`src/pkg/dllsw_defs.vh`:
```
`ifndef DLLSW_DEFS_VH
`define DLLSW_DEFS_VH

// ----------------------------------------------------------------------
// command encodings {cs_n, ras_n, cas_n, we_n}
// ----------------------------------------------------------------------
`define DLLSW_CMD_NOP 4'h7
`define DLLSW_CMD_MRS 4'h0
`define DLLSW_CMD_REF 4'h1
`define DLLSW_CMD_ZQC 4'h6

// ----------------------------------------------------------------------
// mode register selects and field positions
// ----------------------------------------------------------------------
`define DLLSW_BA_LATENCY_MR 3'h0
`define DLLSW_BA_DLL_CTRL_MR 3'h1
`define DLLSW_DLL_DISABLE_BIT 0
`define DLLSW_DLL_RESET_BIT 8
`define DLLSW_ZQ_LONG_BIT 10

// ----------------------------------------------------------------------
// default wait counts, in cycles of the controller clock
// ----------------------------------------------------------------------
`define DLLSW_MODE_SET_TO_CMD 16'h000c
`define DLLSW_MODE_SET_CYCLE 16'h0004
`define DLLSW_SR_EXIT_DELAY 16'h0100
`define DLLSW_CLK_HOLD_SRE 16'h0005
`define DLLSW_CLK_STABLE_SRX 16'h0005
`define DLLSW_DLL_LOCK 16'h0200
`define DLLSW_CAL_OPER 16'h0200

`endif

```
`src/rtl/dllsw_wait_timer.v`:
```
`timescale 1ns/100ps
// ----------------------------------------------------------------------
// down counter: load a count, done pulses high in the cycle the count stands at one, or at zero after a zero load
// ----------------------------------------------------------------------
module dllsw_wait_timer #(
  parameter W = 16
) (
  input wire clk,
  input wire rst_n,
  input wire load,
  input wire [W-1:0] count,
  output wire busy,
  output wire done
);
  reg [W-1:0] cnt_q;
  reg run_q;

  always @(posedge clk or negedge rst_n) begin
    if (!rst_n) begin
      cnt_q <= {W{1'b0}};
      run_q <= 1'b0;
    end else if (load) begin
      cnt_q <= count;
      run_q <= 1'b1;
    end else if (run_q) begin
      if (cnt_q <= {{(W-1){1'b0}}, 1'b1}) begin
        run_q <= 1'b0;
        cnt_q <= {W{1'b0}};
      end else begin
        cnt_q <= cnt_q - {{(W-1){1'b0}}, 1'b1};
      end
    end
  end

  assign busy = run_q;
  assign done = run_q && (cnt_q <= {{(W-1){1'b0}}, 1'b1});
endmodule // dllsw_wait_timer

```
`src/rtl/dllsw_ctrl.v`:
```
`timescale 1ns/100ps
// Summary of operation
// - frequency change to dll-off happens only while in self-refresh.
// - before dll-disable write, banks precharged, timings met, termination off.
// - after disable write wait mode-set delay, enter self-refresh, hold clock.
// - new clock stable for clock-stable interval before self-refresh exit.
// - dll-off path keeps clock enable high until mode-set delays pass.
// - dll-off path holds termination pin low if termination was enabled.
// - wait exit delay, rewrite mode registers, optional long calibration.
// - before self-refresh for dll-on, idle with termination off.
// - dll-on path keeps clock enable high until lock time after reset.
// - dll-on path holds termination pin low until lock time after reset.
// - after exit delay write dll-disable bit zero.
// - wait mode-set cycle delay, then write dll reset bit one.
// - wait mode-set cycle delay, update mode registers, optional calibration.
// - mode-set delay before next command, lock wait, calibration wait.
`include "dllsw_defs.vh"

module dllsw_ctrl #(
  parameter TW = 16,
  parameter [15:0] T_MOD = `DLLSW_MODE_SET_TO_CMD,
  parameter [15:0] T_MRD = `DLLSW_MODE_SET_CYCLE,
  parameter [15:0] T_XS = `DLLSW_SR_EXIT_DELAY,
  parameter [15:0] T_CKSRE = `DLLSW_CLK_HOLD_SRE,
  parameter [15:0] T_CKSRX = `DLLSW_CLK_STABLE_SRX,
  parameter [15:0] T_DLLK = `DLLSW_DLL_LOCK,
  parameter [15:0] T_ZQOPER = `DLLSW_CAL_OPER
) (
  input wire clk,
  input wire rst_n,
  input wire start,
  input wire to_dll_off,
  input wire idle_ok,
  input wire term_enabled,
  input wire do_cal,
  input wire [15:0] new_mr0,
  input wire [15:0] new_mr1,
  input wire freq_stable,
  output reg freq_change_ok,
  output reg busy,
  output reg done,
  output reg cke,
  output reg cs_n,
  output reg ras_n,
  output reg cas_n,
  output reg we_n,
  output reg [2:0] ba,
  output reg [15:0] addr,
  output reg termination_control_pin,
  output reg dll_locked_ok
);
  // --------------------------------------------------------------------
  // reset release and input synchronisers
  // --------------------------------------------------------------------
  // reset takes hold at once but is released on the clock, so no flop sees
  // a release edge that lands close to its own clock edge
  reg rst_s1_q, rst_s2_q;
  always @(posedge clk or negedge rst_n) begin
    if (!rst_n) begin
      rst_s1_q <= 1'b0;
      rst_s2_q <= 1'b0;
    end else begin
      rst_s1_q <= 1'b1;
      rst_s2_q <= rst_s1_q;
    end
  end
  wire rs_n = rst_s2_q;

  // the stable flag comes from the clock source, outside this domain
  reg fs1_q, fs2_q;
  always @(posedge clk or negedge rs_n) begin
    if (!rs_n) begin
      fs1_q <= 1'b0;
      fs2_q <= 1'b0;
    end else begin
      fs1_q <= freq_stable;
      fs2_q <= fs1_q;
    end
  end

  // --------------------------------------------------------------------
  // states
  // --------------------------------------------------------------------
  localparam [11:0] S_IDLE = 12'h001;
  localparam [11:0] S_DIS = 12'h002;
  localparam [11:0] S_SRE = 12'h004;
  localparam [11:0] S_HOLD = 12'h008;
  localparam [11:0] S_FREQ = 12'h010;
  localparam [11:0] S_SRX = 12'h020;
  localparam [11:0] S_XS = 12'h040;
  localparam [11:0] S_EN = 12'h080;
  localparam [11:0] S_RST = 12'h100;
  localparam [11:0] S_MR = 12'h200;
  localparam [11:0] S_CAL = 12'h400;
  localparam [11:0] S_FIN = 12'h800;

  reg [11:0] st_q, st_d;
  reg off_q, term_q, cal_q, mr1_pend_q;
  reg [15:0] mr0_q, mr1_q;
  reg [15:0] lock_q;
  reg [TW-1:0] wcount;
  reg wload;
  wire tbusy, tdone;

  // one shared timer is enough: apart from the lock wait on lock_q, the sequence never runs two waits at once;
  // a count of n puts n clocks between the two commands on the pins, n+1 from the dll-disable write to self-refresh entry
  dllsw_wait_timer #(.W(TW)) u_timer (
    .clk(clk),
    .rst_n(rs_n),
    .load(wload),
    .count(wcount),
    .busy(tbusy),
    .done(tdone)
  );

  // issue helpers
  reg [3:0] cmd_d;
  reg [2:0] ba_d;
  reg [15:0] addr_d;
  reg cke_d, term_d;

  // --------------------------------------------------------------------
  // sequencer
  // --------------------------------------------------------------------
  always @* begin
    st_d = st_q;
    wload = 1'b0;
    wcount = {TW{1'b0}};
    cmd_d = `DLLSW_CMD_NOP;
    ba_d = 3'h0;
    addr_d = 16'h0000;
    cke_d = cke;
    // termination held low in every state, idle included
    term_d = 1'b0;
    case (st_q)
      S_IDLE: begin
        cke_d = 1'b1;
        if (start && idle_ok) begin
          if (to_dll_off) begin
            cmd_d = `DLLSW_CMD_MRS;
            ba_d = `DLLSW_BA_DLL_CTRL_MR;
            addr_d = mr1_q | (16'h0001 << `DLLSW_DLL_DISABLE_BIT);
            wload = 1'b1;
            wcount = T_MOD[TW-1:0];
            st_d = S_DIS;
          end else begin
            st_d = S_SRE;
          end
        end
      end
      S_DIS: if (tdone) st_d = S_SRE;
      S_SRE: begin
        cmd_d = `DLLSW_CMD_REF;
        cke_d = 1'b0;
        wload = 1'b1;
        wcount = T_CKSRE[TW-1:0];
        st_d = S_HOLD;
      end
      S_HOLD: if (tdone) st_d = S_FREQ;
      S_FREQ: begin
        // clock may change here and in S_SRX, both inside self-refresh
        if (fs2_q && !tbusy) begin
          wload = 1'b1;
          wcount = T_CKSRX[TW-1:0];
          st_d = S_SRX;
        end
      end
      S_SRX: begin
        // a clock that drops out of stable restarts the stable wait
        if (!fs2_q) begin
          st_d = S_FREQ;
        end else if (tdone) begin
          cke_d = 1'b1;
          wload = 1'b1;
          wcount = T_XS[TW-1:0];
          st_d = S_XS;
        end
      end
      S_XS: begin
        if (tdone) begin
          wload = 1'b1;
          wcount = T_MRD[TW-1:0];
          cmd_d = `DLLSW_CMD_MRS;
          if (off_q) begin
            ba_d = `DLLSW_BA_LATENCY_MR;
            addr_d = mr0_q & ~(16'h0001 << `DLLSW_DLL_RESET_BIT);
            st_d = S_MR;
          end else begin
            ba_d = `DLLSW_BA_DLL_CTRL_MR;
            addr_d = mr1_q & ~(16'h0001 << `DLLSW_DLL_DISABLE_BIT);
            st_d = S_EN;
          end
        end
      end
      S_EN: begin
        if (tdone) begin
          cmd_d = `DLLSW_CMD_MRS;
          ba_d = `DLLSW_BA_LATENCY_MR;
          addr_d = mr0_q | (16'h0001 << `DLLSW_DLL_RESET_BIT);
          wload = 1'b1;
          wcount = T_MRD[TW-1:0];
          st_d = S_RST;
        end
      end
      S_RST: begin
        if (tdone) begin
          cmd_d = `DLLSW_CMD_MRS;
          ba_d = `DLLSW_BA_LATENCY_MR;
          addr_d = mr0_q & ~(16'h0001 << `DLLSW_DLL_RESET_BIT);
          wload = 1'b1;
          wcount = T_MOD[TW-1:0];
          st_d = S_MR;
        end
      end
      S_MR: begin
        if (tdone) begin
          if (mr1_pend_q) begin
            // closing write of the dll control register keeps the new disable state
            cmd_d = `DLLSW_CMD_MRS;
            ba_d = `DLLSW_BA_DLL_CTRL_MR;
            addr_d = off_q ? (mr1_q | 16'h0001) : (mr1_q & 16'hfffe);
            wload = 1'b1;
            wcount = T_MOD[TW-1:0];
          end else if (cal_q) begin
            cmd_d = `DLLSW_CMD_ZQC;
            addr_d = 16'h0001 << `DLLSW_ZQ_LONG_BIT;
            wload = 1'b1;
            wcount = T_ZQOPER[TW-1:0];
            st_d = S_CAL;
          end else begin
            st_d = S_FIN;
          end
        end
      end
      S_CAL: if (tdone) st_d = S_FIN;
      S_FIN: begin
        // sequence ends once the lock wait is over, at once on the dll-off path; cke stays high and termination low
        if (off_q || lock_q == 16'h0000) begin
          st_d = S_IDLE;
        end
      end
      default: st_d = S_IDLE;
    endcase
    if (st_q == S_IDLE && st_d == S_IDLE) term_d = 1'b0;
  end

  // --------------------------------------------------------------------
  // registered outputs and context
  // --------------------------------------------------------------------
  always @(posedge clk or negedge rs_n) begin
    if (!rs_n) begin
      st_q <= S_IDLE;
      off_q <= 1'b0;
      term_q <= 1'b0;
      cal_q <= 1'b0;
      mr1_pend_q <= 1'b0;
      mr0_q <= 16'h0000;
      mr1_q <= 16'h0000;
      lock_q <= 16'h0000;
      cke <= 1'b0;
      {cs_n, ras_n, cas_n, we_n} <= `DLLSW_CMD_NOP;
      ba <= 3'h0;
      addr <= 16'h0000;
      termination_control_pin <= 1'b0;
      freq_change_ok <= 1'b0;
      busy <= 1'b0;
      done <= 1'b0;
      dll_locked_ok <= 1'b1;
    end else begin
      st_q <= st_d;
      cke <= cke_d;
      {cs_n, ras_n, cas_n, we_n} <= cmd_d;
      ba <= ba_d;
      addr <= addr_d;
      termination_control_pin <= term_d;
      freq_change_ok <= (st_d == S_FREQ) || (st_d == S_SRX);
      busy <= (st_d != S_IDLE);
      done <= (st_q == S_FIN) && (st_d == S_IDLE);
      // the pin is held low whether or not termination was enabled, always legal
      if (st_q == S_IDLE && start && idle_ok) begin
        off_q <= to_dll_off;
        term_q <= term_enabled;
        cal_q <= do_cal;
        mr0_q <= new_mr0;
        mr1_q <= new_mr1;
        mr1_pend_q <= 1'b1;
        dll_locked_ok <= 1'b0;
      end
      if (st_q == S_MR && tdone && mr1_pend_q) mr1_pend_q <= 1'b0;
      // lock time runs from the dll reset write, alongside the remaining
      // mode writes and the calibration
      if (st_q == S_EN && tdone) begin
        lock_q <= T_DLLK;
      end else if (lock_q != 16'h0000) begin
        lock_q <= lock_q - 16'h0001;
      end
      // in dll-off mode there is no lock, so locked commands stay withheld
      if (st_q == S_FIN && st_d == S_IDLE) dll_locked_ok <= !off_q;
    end
  end
endmodule // dllsw_ctrl

```
`config.mk`:
```
export PLATFORM = sky130hd
export DESIGN_NAME = dllsw_ctrl
export DESIGN_NICKNAME = d
export VERILOG_FILES = /design/src/rtl/dllsw_wait_timer.v /design/src/rtl/dllsw_ctrl.v
export VERILOG_INCLUDE_DIRS = /design/src /design/src/pkg
export SDC_FILE = /design/constraint.sdc
export NUM_CORES = 1
export LEC_CHECK = 0
export ABC_AREA = 1
export BUFFER_PORTS_ARGS = -buffer_cell sky130_fd_sc_hd__buf_4
export CAP_MARGIN = 40
export CELL_PAD_IN_SITES_DETAIL_PLACEMENT = 0
export CELL_PAD_IN_SITES_GLOBAL_PLACEMENT = 2
export CORE_ASPECT_RATIO = 2
export CORE_MARGIN = 1
export CORE_UTILIZATION = 34
export CTS_CLUSTER_DIAMETER = 100
export DETAILED_ROUTE_END_ITERATION = 8
export PLACE_DENSITY_LB_ADDON = 0.1
export SLEW_MARGIN = 15
export SYNTH_ARGS = -nofsm -noshare
export SYNTH_HDL_FRONTEND = slang
export SYNTH_HIERARCHICAL = 1
export SYNTH_SLANG_ARGS = --single-unit
export TNS_END_PERCENT = 50
```
`constraint.sdc`:
```
create_clock -name clk -period 3.9 [get_ports clk]
set_input_delay 0.585 -clock clk [delete_from_list [all_inputs] [get_ports clk]]
set_output_delay 0.585 -clock clk [all_outputs]
set_load 0.05 [all_outputs]
```
==> reports/metrics.csv, run 1 <==
stage;metric;value;unit
run_status;status;finished clean;
clock_network;clk sinks;106;
timing;Hold WS;0.335;ns
logic_synthesis;post-synth top area share;46.2;%
hold_path;Hold Path Class;primary input to flop;
worst_setup_path;Largest delay share family, worst path;simple AND/OR/NAND/NOR gates;
timing;Final Setup Violations;0;
worst_setup_path;R2R Path End;u_timer/cnt_q[4];
floorplanning;die area;16800;µm²
worst_setup_path;worst r2r path cells;16;
layout;register area;2660;µm²
layout;Filler cells;1677;
floorplanning;Initial Util;34.9;%
global_route;initial antenna violation count;0;
detailed_routing;DRC;0;
placed_design;# port buffers;61;
worst_setup_path;Critical Path AT;3.20;ns
detailed_routing;DR WL/cell;15.1;µm
logic_synthesis;post-synth top area cell;dfrtp_1;
power_and_ir_drop;Static Leakage;0.00339;µW
timing;post-layout min period;2.91;ns
worst_setup_path;crit-path cells;inv_1, ha_1, o21ai_2, nor2_2, nand3_1, inv_1, nand2_1, a21oi_1, nand3b_1, inv_2, nand2_4, inv_2, nor2_1, xor2_1, nand3_1, nand2_1;
clock_network;Reg clk slew, reported paths;0.08;ns
detailed_routing;Antenna Violating Nets Remaining;0;
detailed_routing;final wirelength;14700;µm
layout;area growth from synthesis to final layout;17.5;%
logic_synthesis;sequential cell area fraction in the yosys report;48.1;%
detailed_routing;1st-pass router iterations;6;
floorplanning;Core Footprint;15900;µm²
logic_synthesis;commonest cells in the netlist;nand2_1, dfrtp_1, nor2_1, inv_1, nand3_1;
clock_network;Clock Path Buffers;2;
clock_network;Num CTS Buffers;9;
flow_run;maxcap violations;0;
layout;Final nets;813;
layout;Antenna Cells;0;
placed_design;Final HPWL DP;11000;µm
layout;share of cells above drive strength 1;18.6;%
logic_synthesis;most common cell in the netlist;nand2_1;
worst_setup_path;CP bufs+invs;4;
clock_network;setup repair bufs after CTS;0;
logic_synthesis;mapped cell area;5530;µm²
floorplanning;Row Count;65;
logic_synthesis;Ys Warns;6;
hold_path;hold path endpoint;fs1_q;
timing;Worst slew margin;46.5;%
logic_synthesis;Syn Inst Count;699;
worst_setup_path;element type at the critical path start;flop;
hold_path;Worst Hold Depth;1;
clock_network;Hold-fix buffers, CTS;1;
logic_synthesis;Synth Area per Inst;7.91;µm²
power_and_ir_drop;VDD IR max;0.286;mV
power_and_ir_drop;PD cells;584;nW/µm²
timing;Setup Skew;0.0137;ns
worst_setup_path;CP Capture Type;flop;
clock_network;root buffer cell;clkbuf_16;
logic_synthesis;Yosys reg bits;106;
timing;worst-margin pin slew;0.800;ns
worst_setup_path;Critical-path top delay cell;inv_1;
detailed_routing;vias post-DR;4609;
clock_network;clk_lat worst skew;0.36;ns
timing;final hold vios;0;
clock_network;clock tree from TritonCTS;built;
global_route;first-pass GRT wire length;23800;µm
worst_setup_path;CP max stage delay;0.46;ns
worst_setup_path;kind of critical path;flop to flop;
floorplanning;Die Y;182;µm
logic_synthesis;Distinct cells, synth;45;
logic_synthesis;fraction of registers with async set/reset;100;%
logic_synthesis;main flop type after synthesis;dfrtp_1;
timing;setup tns final;0;ns
global_route;largest net degree at the start of global routing;56;
worst_setup_path;reg2reg setup slack;0.99;ns
placed_design;GP Congestion;0.815;
hold_path;HP Start;freq_stable;
logic_synthesis;Post-synth EDFFs;0;
detailed_routing;routed vias/inst;4.72;
global_route;Total GRT Usage;18.5;%
worst_setup_path;worst r2r src;u_timer/cnt_q[0];
clock_network;H-tree levels;3;
floorplanning;I/O pin count;69;
timing;Fmax;0.344;GHz
detailed_routing;drt initial violations;195;
worst_setup_path;CP Data Required Time;4.20;ns
logic_synthesis;top cells by area, synth;dfrtp_1, nand2_1, nand3_1;
worst_setup_path;Worst Path Max Fanout;17;
clock_network;post-cts gate resize count;0;
layout;multi-input logic area;2540;µm²
timing;RSZ-0062 raised after global routing;false;
timing;crit share post-route;74.6;%
global_route;GR Overflow Total;0;
timing;Max Transition Viols Final;0;
floorplanning;die width;92.2;µm
global_route;vias in the first global route;4758;
==> layer usage <==
| layer | vias to the layer above | part of all wire, % | track usage [%] |
|---|---|---|---|
| li1 | 2329 | - | - |
| met1 | 2192 | 38 | 19.4 |
| met2 | 69 | 58 | 36.0 |
| met3 | 19 | 2.4 | 2.38 |
| met4 | 0 | 2.4 | 7.44 |
| met5 | - | 0 | 0 |
==> report_power, final <==
part           total [µW]  internal [µW]  leakage (µW)  switching (µW)
Sequential           1630           1390       0.00134             238
Clock                 924            452      0.000142             472
Combinational        1240            422       0.00191             814
==> placed cells by master, fill, tap and decap left out, drive strengths merged, types with 2 or more instances in the layout <==
cell type and n:
ha 3, nand3 51, conb 16, nand3b 5, dfstp 4, or2 3
a21oi 10, clkinv 5, xnor2 7, o211ai 6, xor2 8, nand2 265
inv 67, nand4 9, buf 65, o22ai 2, a22oi 12, nor3 11
o21ai 28, dfrtp 102, nor2 80, clkbuf 9
==> kinds of logic after synthesis <==
logic type / count (synthesis) / synth area share (%)
other cells: 2 / 0.136
fa+ha+maj: 3 / 0.679
flops: 106 / 48.1
buf+inv: 86 / 7.04
xor+xnor: 15 / 2.51
simple gates: 426 / 34.9
compound gates: 61 / 6.67
==> metrics by stage <==
stage / total power (µW) / instances / setup slack, ns / cell area (µm²) / util (%)
after floorplan: 2570 / 713 / 0.736 / 5580 / -
after global placement: 2890 / 959 / 1.02 / 6190 / 39.0
after detailed placement: 2910 / 959 / 1.04 / 6190 / 39.0
after CTS: 3840 / 976 / 0.979 / 6500 / 41.0
after global routing: 4060 / 976 / 0.707 / 6500 / 41.0
final: 3790 / 976 / 0.992 / 6500 / 41.0
==> sequential cells by signal, summed over array words and instances, names as in the netlist, 12 cells and up <==
| register | cells |
|---|---|
| mr1_q | 15 |
| st_q | 12 |
| addr | 16 |
| u_timer/cnt_q | 16 |
| lock_q | 16 |
| mr0_q | 15 |
==> worst max path at each step <==
stage / from / endpoint / slack (ns) / cells past startpoint
6_report: u_timer/cnt_q[0] / u_timer/cnt_q[4] / 0.99 / 16
2_1_floorplan: rs_n / addr[0] / 0.74 / 0
3_3_place_gp: u_timer/cnt_q[0] / u_timer/cnt_q[4] / 1.02 / 16
3_5_place_dp: u_timer/cnt_q[0] / u_timer/cnt_q[4] / 1.04 / 16
4_1_cts: u_timer/cnt_q[0] / u_timer/cnt_q[4] / 0.98 / 16
5_1_grt: u_timer/cnt_q[0] / u_timer/cnt_q[4] / 0.71 / 16
==> area by class of cell <==
cell class / count / area share, %
clock buffers: 9 / 3.47
well taps: 201 / 3.87
multi-input cells: 521 / 39.0
flip-flops and latches: 106 / 41.0
clock inverters: 7 / 1.16
inverters: 66 / 3.83
repair buffers: 66 / 7.67
==> worst reg2reg max path: stages, from the launching register on <==
cell	delay (ns)
dfrtp_1	0.42
inv_1	0.12
ha_1	0.26
o21ai_2	0.09
nor2_2	0.13
nand3_1	0.12
inv_1	0.46
nand2_1	0.15
a21oi_1	0.12
nand3b_1	0.17
inv_2	0.10
nand2_4	0.12
inv_2	0.15
nor2_1	0.16
xor2_1	0.15
nand3_1	0.09
nand2_1	0.06
Power figures use the tool's default switching activity.
==> run 2, diff against run 1 <==
Settings changed: ABC_AREA 1 to 0, CORE_UTILIZATION 34 to 38.
Clock period 3.9 ns to 2.8 ns, I/O delays scaled along.
==> reports/metrics.csv, run 2 <==
stage;metric;value;unit
run_status;status;finished clean;
layout;share of cells above drive strength 1;31.8;%
worst_setup_path;Critical-path top delay cell;dfrtp_1;
worst_setup_path;Largest delay share family, worst path;compound AO/OA/AOI/OAI gates;
logic_synthesis;top cells by area, synth;dfrtp_1, mux2_4, nand2_1;
worst_setup_path;Worst path most repeated cell;o21ai_0;
clock_network;root buffer cell;clkbuf_16;
timing;post-layout min period;2.64;ns
worst_setup_path;kind of critical path;flop to flop;
logic_synthesis;Synth Area per Inst;10.6;µm²
floorplanning;Die Y;173;µm
worst_setup_path;CP Depth;10;
timing;worst-margin pin slew;0.715;ns
clock_network;clock tree from TritonCTS;built;
floorplanning;Initial Util;38.8;%
global_route;vias in the first global route;4724;
logic_synthesis;most common cell in the netlist;dfrtp_1;
power_and_ir_drop;Tot Pwr;5590;µW
placed_design;GP Congestion;1.00;
worst_setup_path;CP bufs+invs;1;
logic_synthesis;Yosys reg bits;106;
logic_synthesis;Post-synth EDFFs;0;
logic_synthesis;post-synth top area share;46.0;%
global_route;Total GRT Usage;21.9;%
global_route;initial antenna violation count;0;
timing;Setup Skew;0.00681;ns
logic_synthesis;commonest cells in the netlist;dfrtp_1, nand2_1, nor2_1, mux2_4, nor3_1;
worst_setup_path;CP max stage delay;0.42;ns
detailed_routing;DRC;0;
global_route;GR Overflow Total;0;
timing;setup tns final;0;ns
detailed_routing;vias post-DR;4484;
timing;Worst slew margin;51.9;%
clock_network;Num CTS Buffers;9;
timing;Fmax;0.378;GHz
clock_network;H-tree levels;3;
timing;Max Transition Viols Final;0;
worst_setup_path;crit-path cells;buf_4, nor2b_1, o211a_1, o21ai_0, o21ai_0, a21o_2, o2111ai_1, xor2_1, nor3_1, a21o_1;
layout;leading cell types in the layout, fill and taps excluded;buf_4, dfrtp_1, nand2_1, nor2_1, mux2_4;
placed_design;# port buffers;61;
floorplanning;Core Footprint;14300;µm²
worst_setup_path;element type at the critical path start;flop;
layout;Final nets;686;
logic_synthesis;Distinct cells, synth;74;
detailed_routing;1st-pass router iterations;5;
detailed_routing;final wirelength;15200;µm
flow_run;maxcap violations;0;
timing;final hold vios;0;
detailed_routing;drt initial violations;234;
detailed_routing;routed vias/inst;5.34;
logic_synthesis;main flop type after synthesis;dfrtp_1;
floorplanning;I/O pin count;69;
worst_setup_path;CP Data Required Time;3.05;ns
floorplanning;die width;87.4;µm
detailed_routing;Antenna Violating Nets Remaining;0;
clock_network;clk_lat worst skew;0.36;ns
timing;RSZ-0062 raised after global routing;false;
worst_setup_path;Worst Path Max Fanout;14;
global_route;first-pass GRT wire length;24800;µm
layout;most common cell after layout, fill and taps aside;buf_4;
timing;Final Setup Violations;0;
clock_network;Reg clk slew, reported paths;0.07;ns
timing;crit share post-route;94.5;%
worst_setup_path;CP Capture Type;flop;
layout;area growth from synthesis to final layout;25.9;%
power_and_ir_drop;Static Leakage;0.00322;µW
worst_setup_path;worst r2r path cells;10;
layout;Antenna Cells;0;
hold_path;Worst Hold Depth;1;
clock_network;Clock Path Buffers;2;
logic_synthesis;mapped cell area;5540;µm²
placed_design;Final HPWL DP;11600;µm
worst_setup_path;Critical Path AT;2.89;ns
detailed_routing;DR WL/cell;18.1;µm
global_route;largest net degree at the start of global routing;54;
hold_path;Hold Path Class;primary input to flop;
logic_synthesis;Syn Inst Count;522;
logic_synthesis;fraction of registers with async set/reset;100;%
floorplanning;Row Count;62;
floorplanning;die area;15100;µm²
logic_synthesis;Ys Warns;6;
power_and_ir_drop;VDD IR max;0.557;mV
logic_synthesis;sequential cell area fraction in the yosys report;47.9;%
clock_network;clk sinks;106;
power_and_ir_drop;PD cells;801;nW/µm²
layout;Top Registers;addr: 16 flops, lock_q: 16 flops, u_timer/cnt_q: 16 flops;
logic_synthesis;post-synth top area cell;dfrtp_1;
[run 2: through the flow]
stage	utilization (%)	cells	cell area, µm²	hold WS [ns]	worst slack, ns
2_1_floorplan	-	536	5600	0.124	-0.122
3_3_place_gp	46.5	822	6640	0.200	-0.135
3_5_place_dp	46.5	822	6640	0.204	-0.0754
4_1_cts	48.8	839	6960	0.154	0.0688
5_1_grt	48.9	840	6980	0.153	0.0134
6_report	48.9	840	6980	0.166	0.155
[run 2: worst register-to-register path, cell delays in order (launching register included)]
cell and delay (ns):
dfrtp_1 0.42, buf_4 0.21, nor2b_1 0.17, o211a_1 0.25, o21ai_0 0.40, o21ai_0 0.17
a21o_2 0.30, o2111ai_1 0.25, xor2_1 0.17, nor3_1 0.06, a21o_1 0.15
[run 2: routing by layer]
layer / track usage (%) / share of wire (%) / up-vias
li1: - / - / 2129
met1: 22.9 / 36 / 2191
met2: 40.6 / 57 / 133
met3: 3.20 / 3.2 / 31
met4: 11.3 / 3.7 / 0
met5: 0 / 0 / -
[run 2: final timing paths]
path                             start                to  slack, ns
min in group asynchronous         rs_n           addr[2]       0.20
max reg2reg                    st_q[6]  u_timer/cnt_q[7]       0.16
max in group asynchronous         rs_n     dll_locked_ok       1.86
min                        freq_stable             fs1_q       0.17
max                            st_q[6]  u_timer/cnt_q[7]       0.16
min reg2reg                       rs_n           addr[2]       0.20
[run 2: cell families after synthesis]
family          count (synthesis)  synth area share [%]
other cells                     2                 0.135
flops                         106                  47.9
buf+inv                        44                  4.11
mux                            36                  8.98
compound gates                111                  14.3
xor+xnor                       21                  3.32
simple gates                  199                  20.5
fa+ha+maj                       3                 0.677
[run 2: layout make-up]
type	count	area [µm²]
fillers	1375	7290
multi-input cells	386	2730
clock inverters	7	77.6
flip-flops and latches	106	2660
repair buffers	127	993
clock buffers	9	225
well taps	192	240
inverters	13	48.8
[run 2: power breakdown]
group,switching (µW),internal [µW]
sequential,304,1950
combinational,1030,1010
clock,597,700
[run 2: what timing repair did]
item                       CTS  global route
resized for setup            1             5
cloned                       0             0
buffers inserted             0             1
pin swaps                    0             1
hold endpoints to repair     2             0
setup endpoints to repair    4            23
hold buffers                 1             0
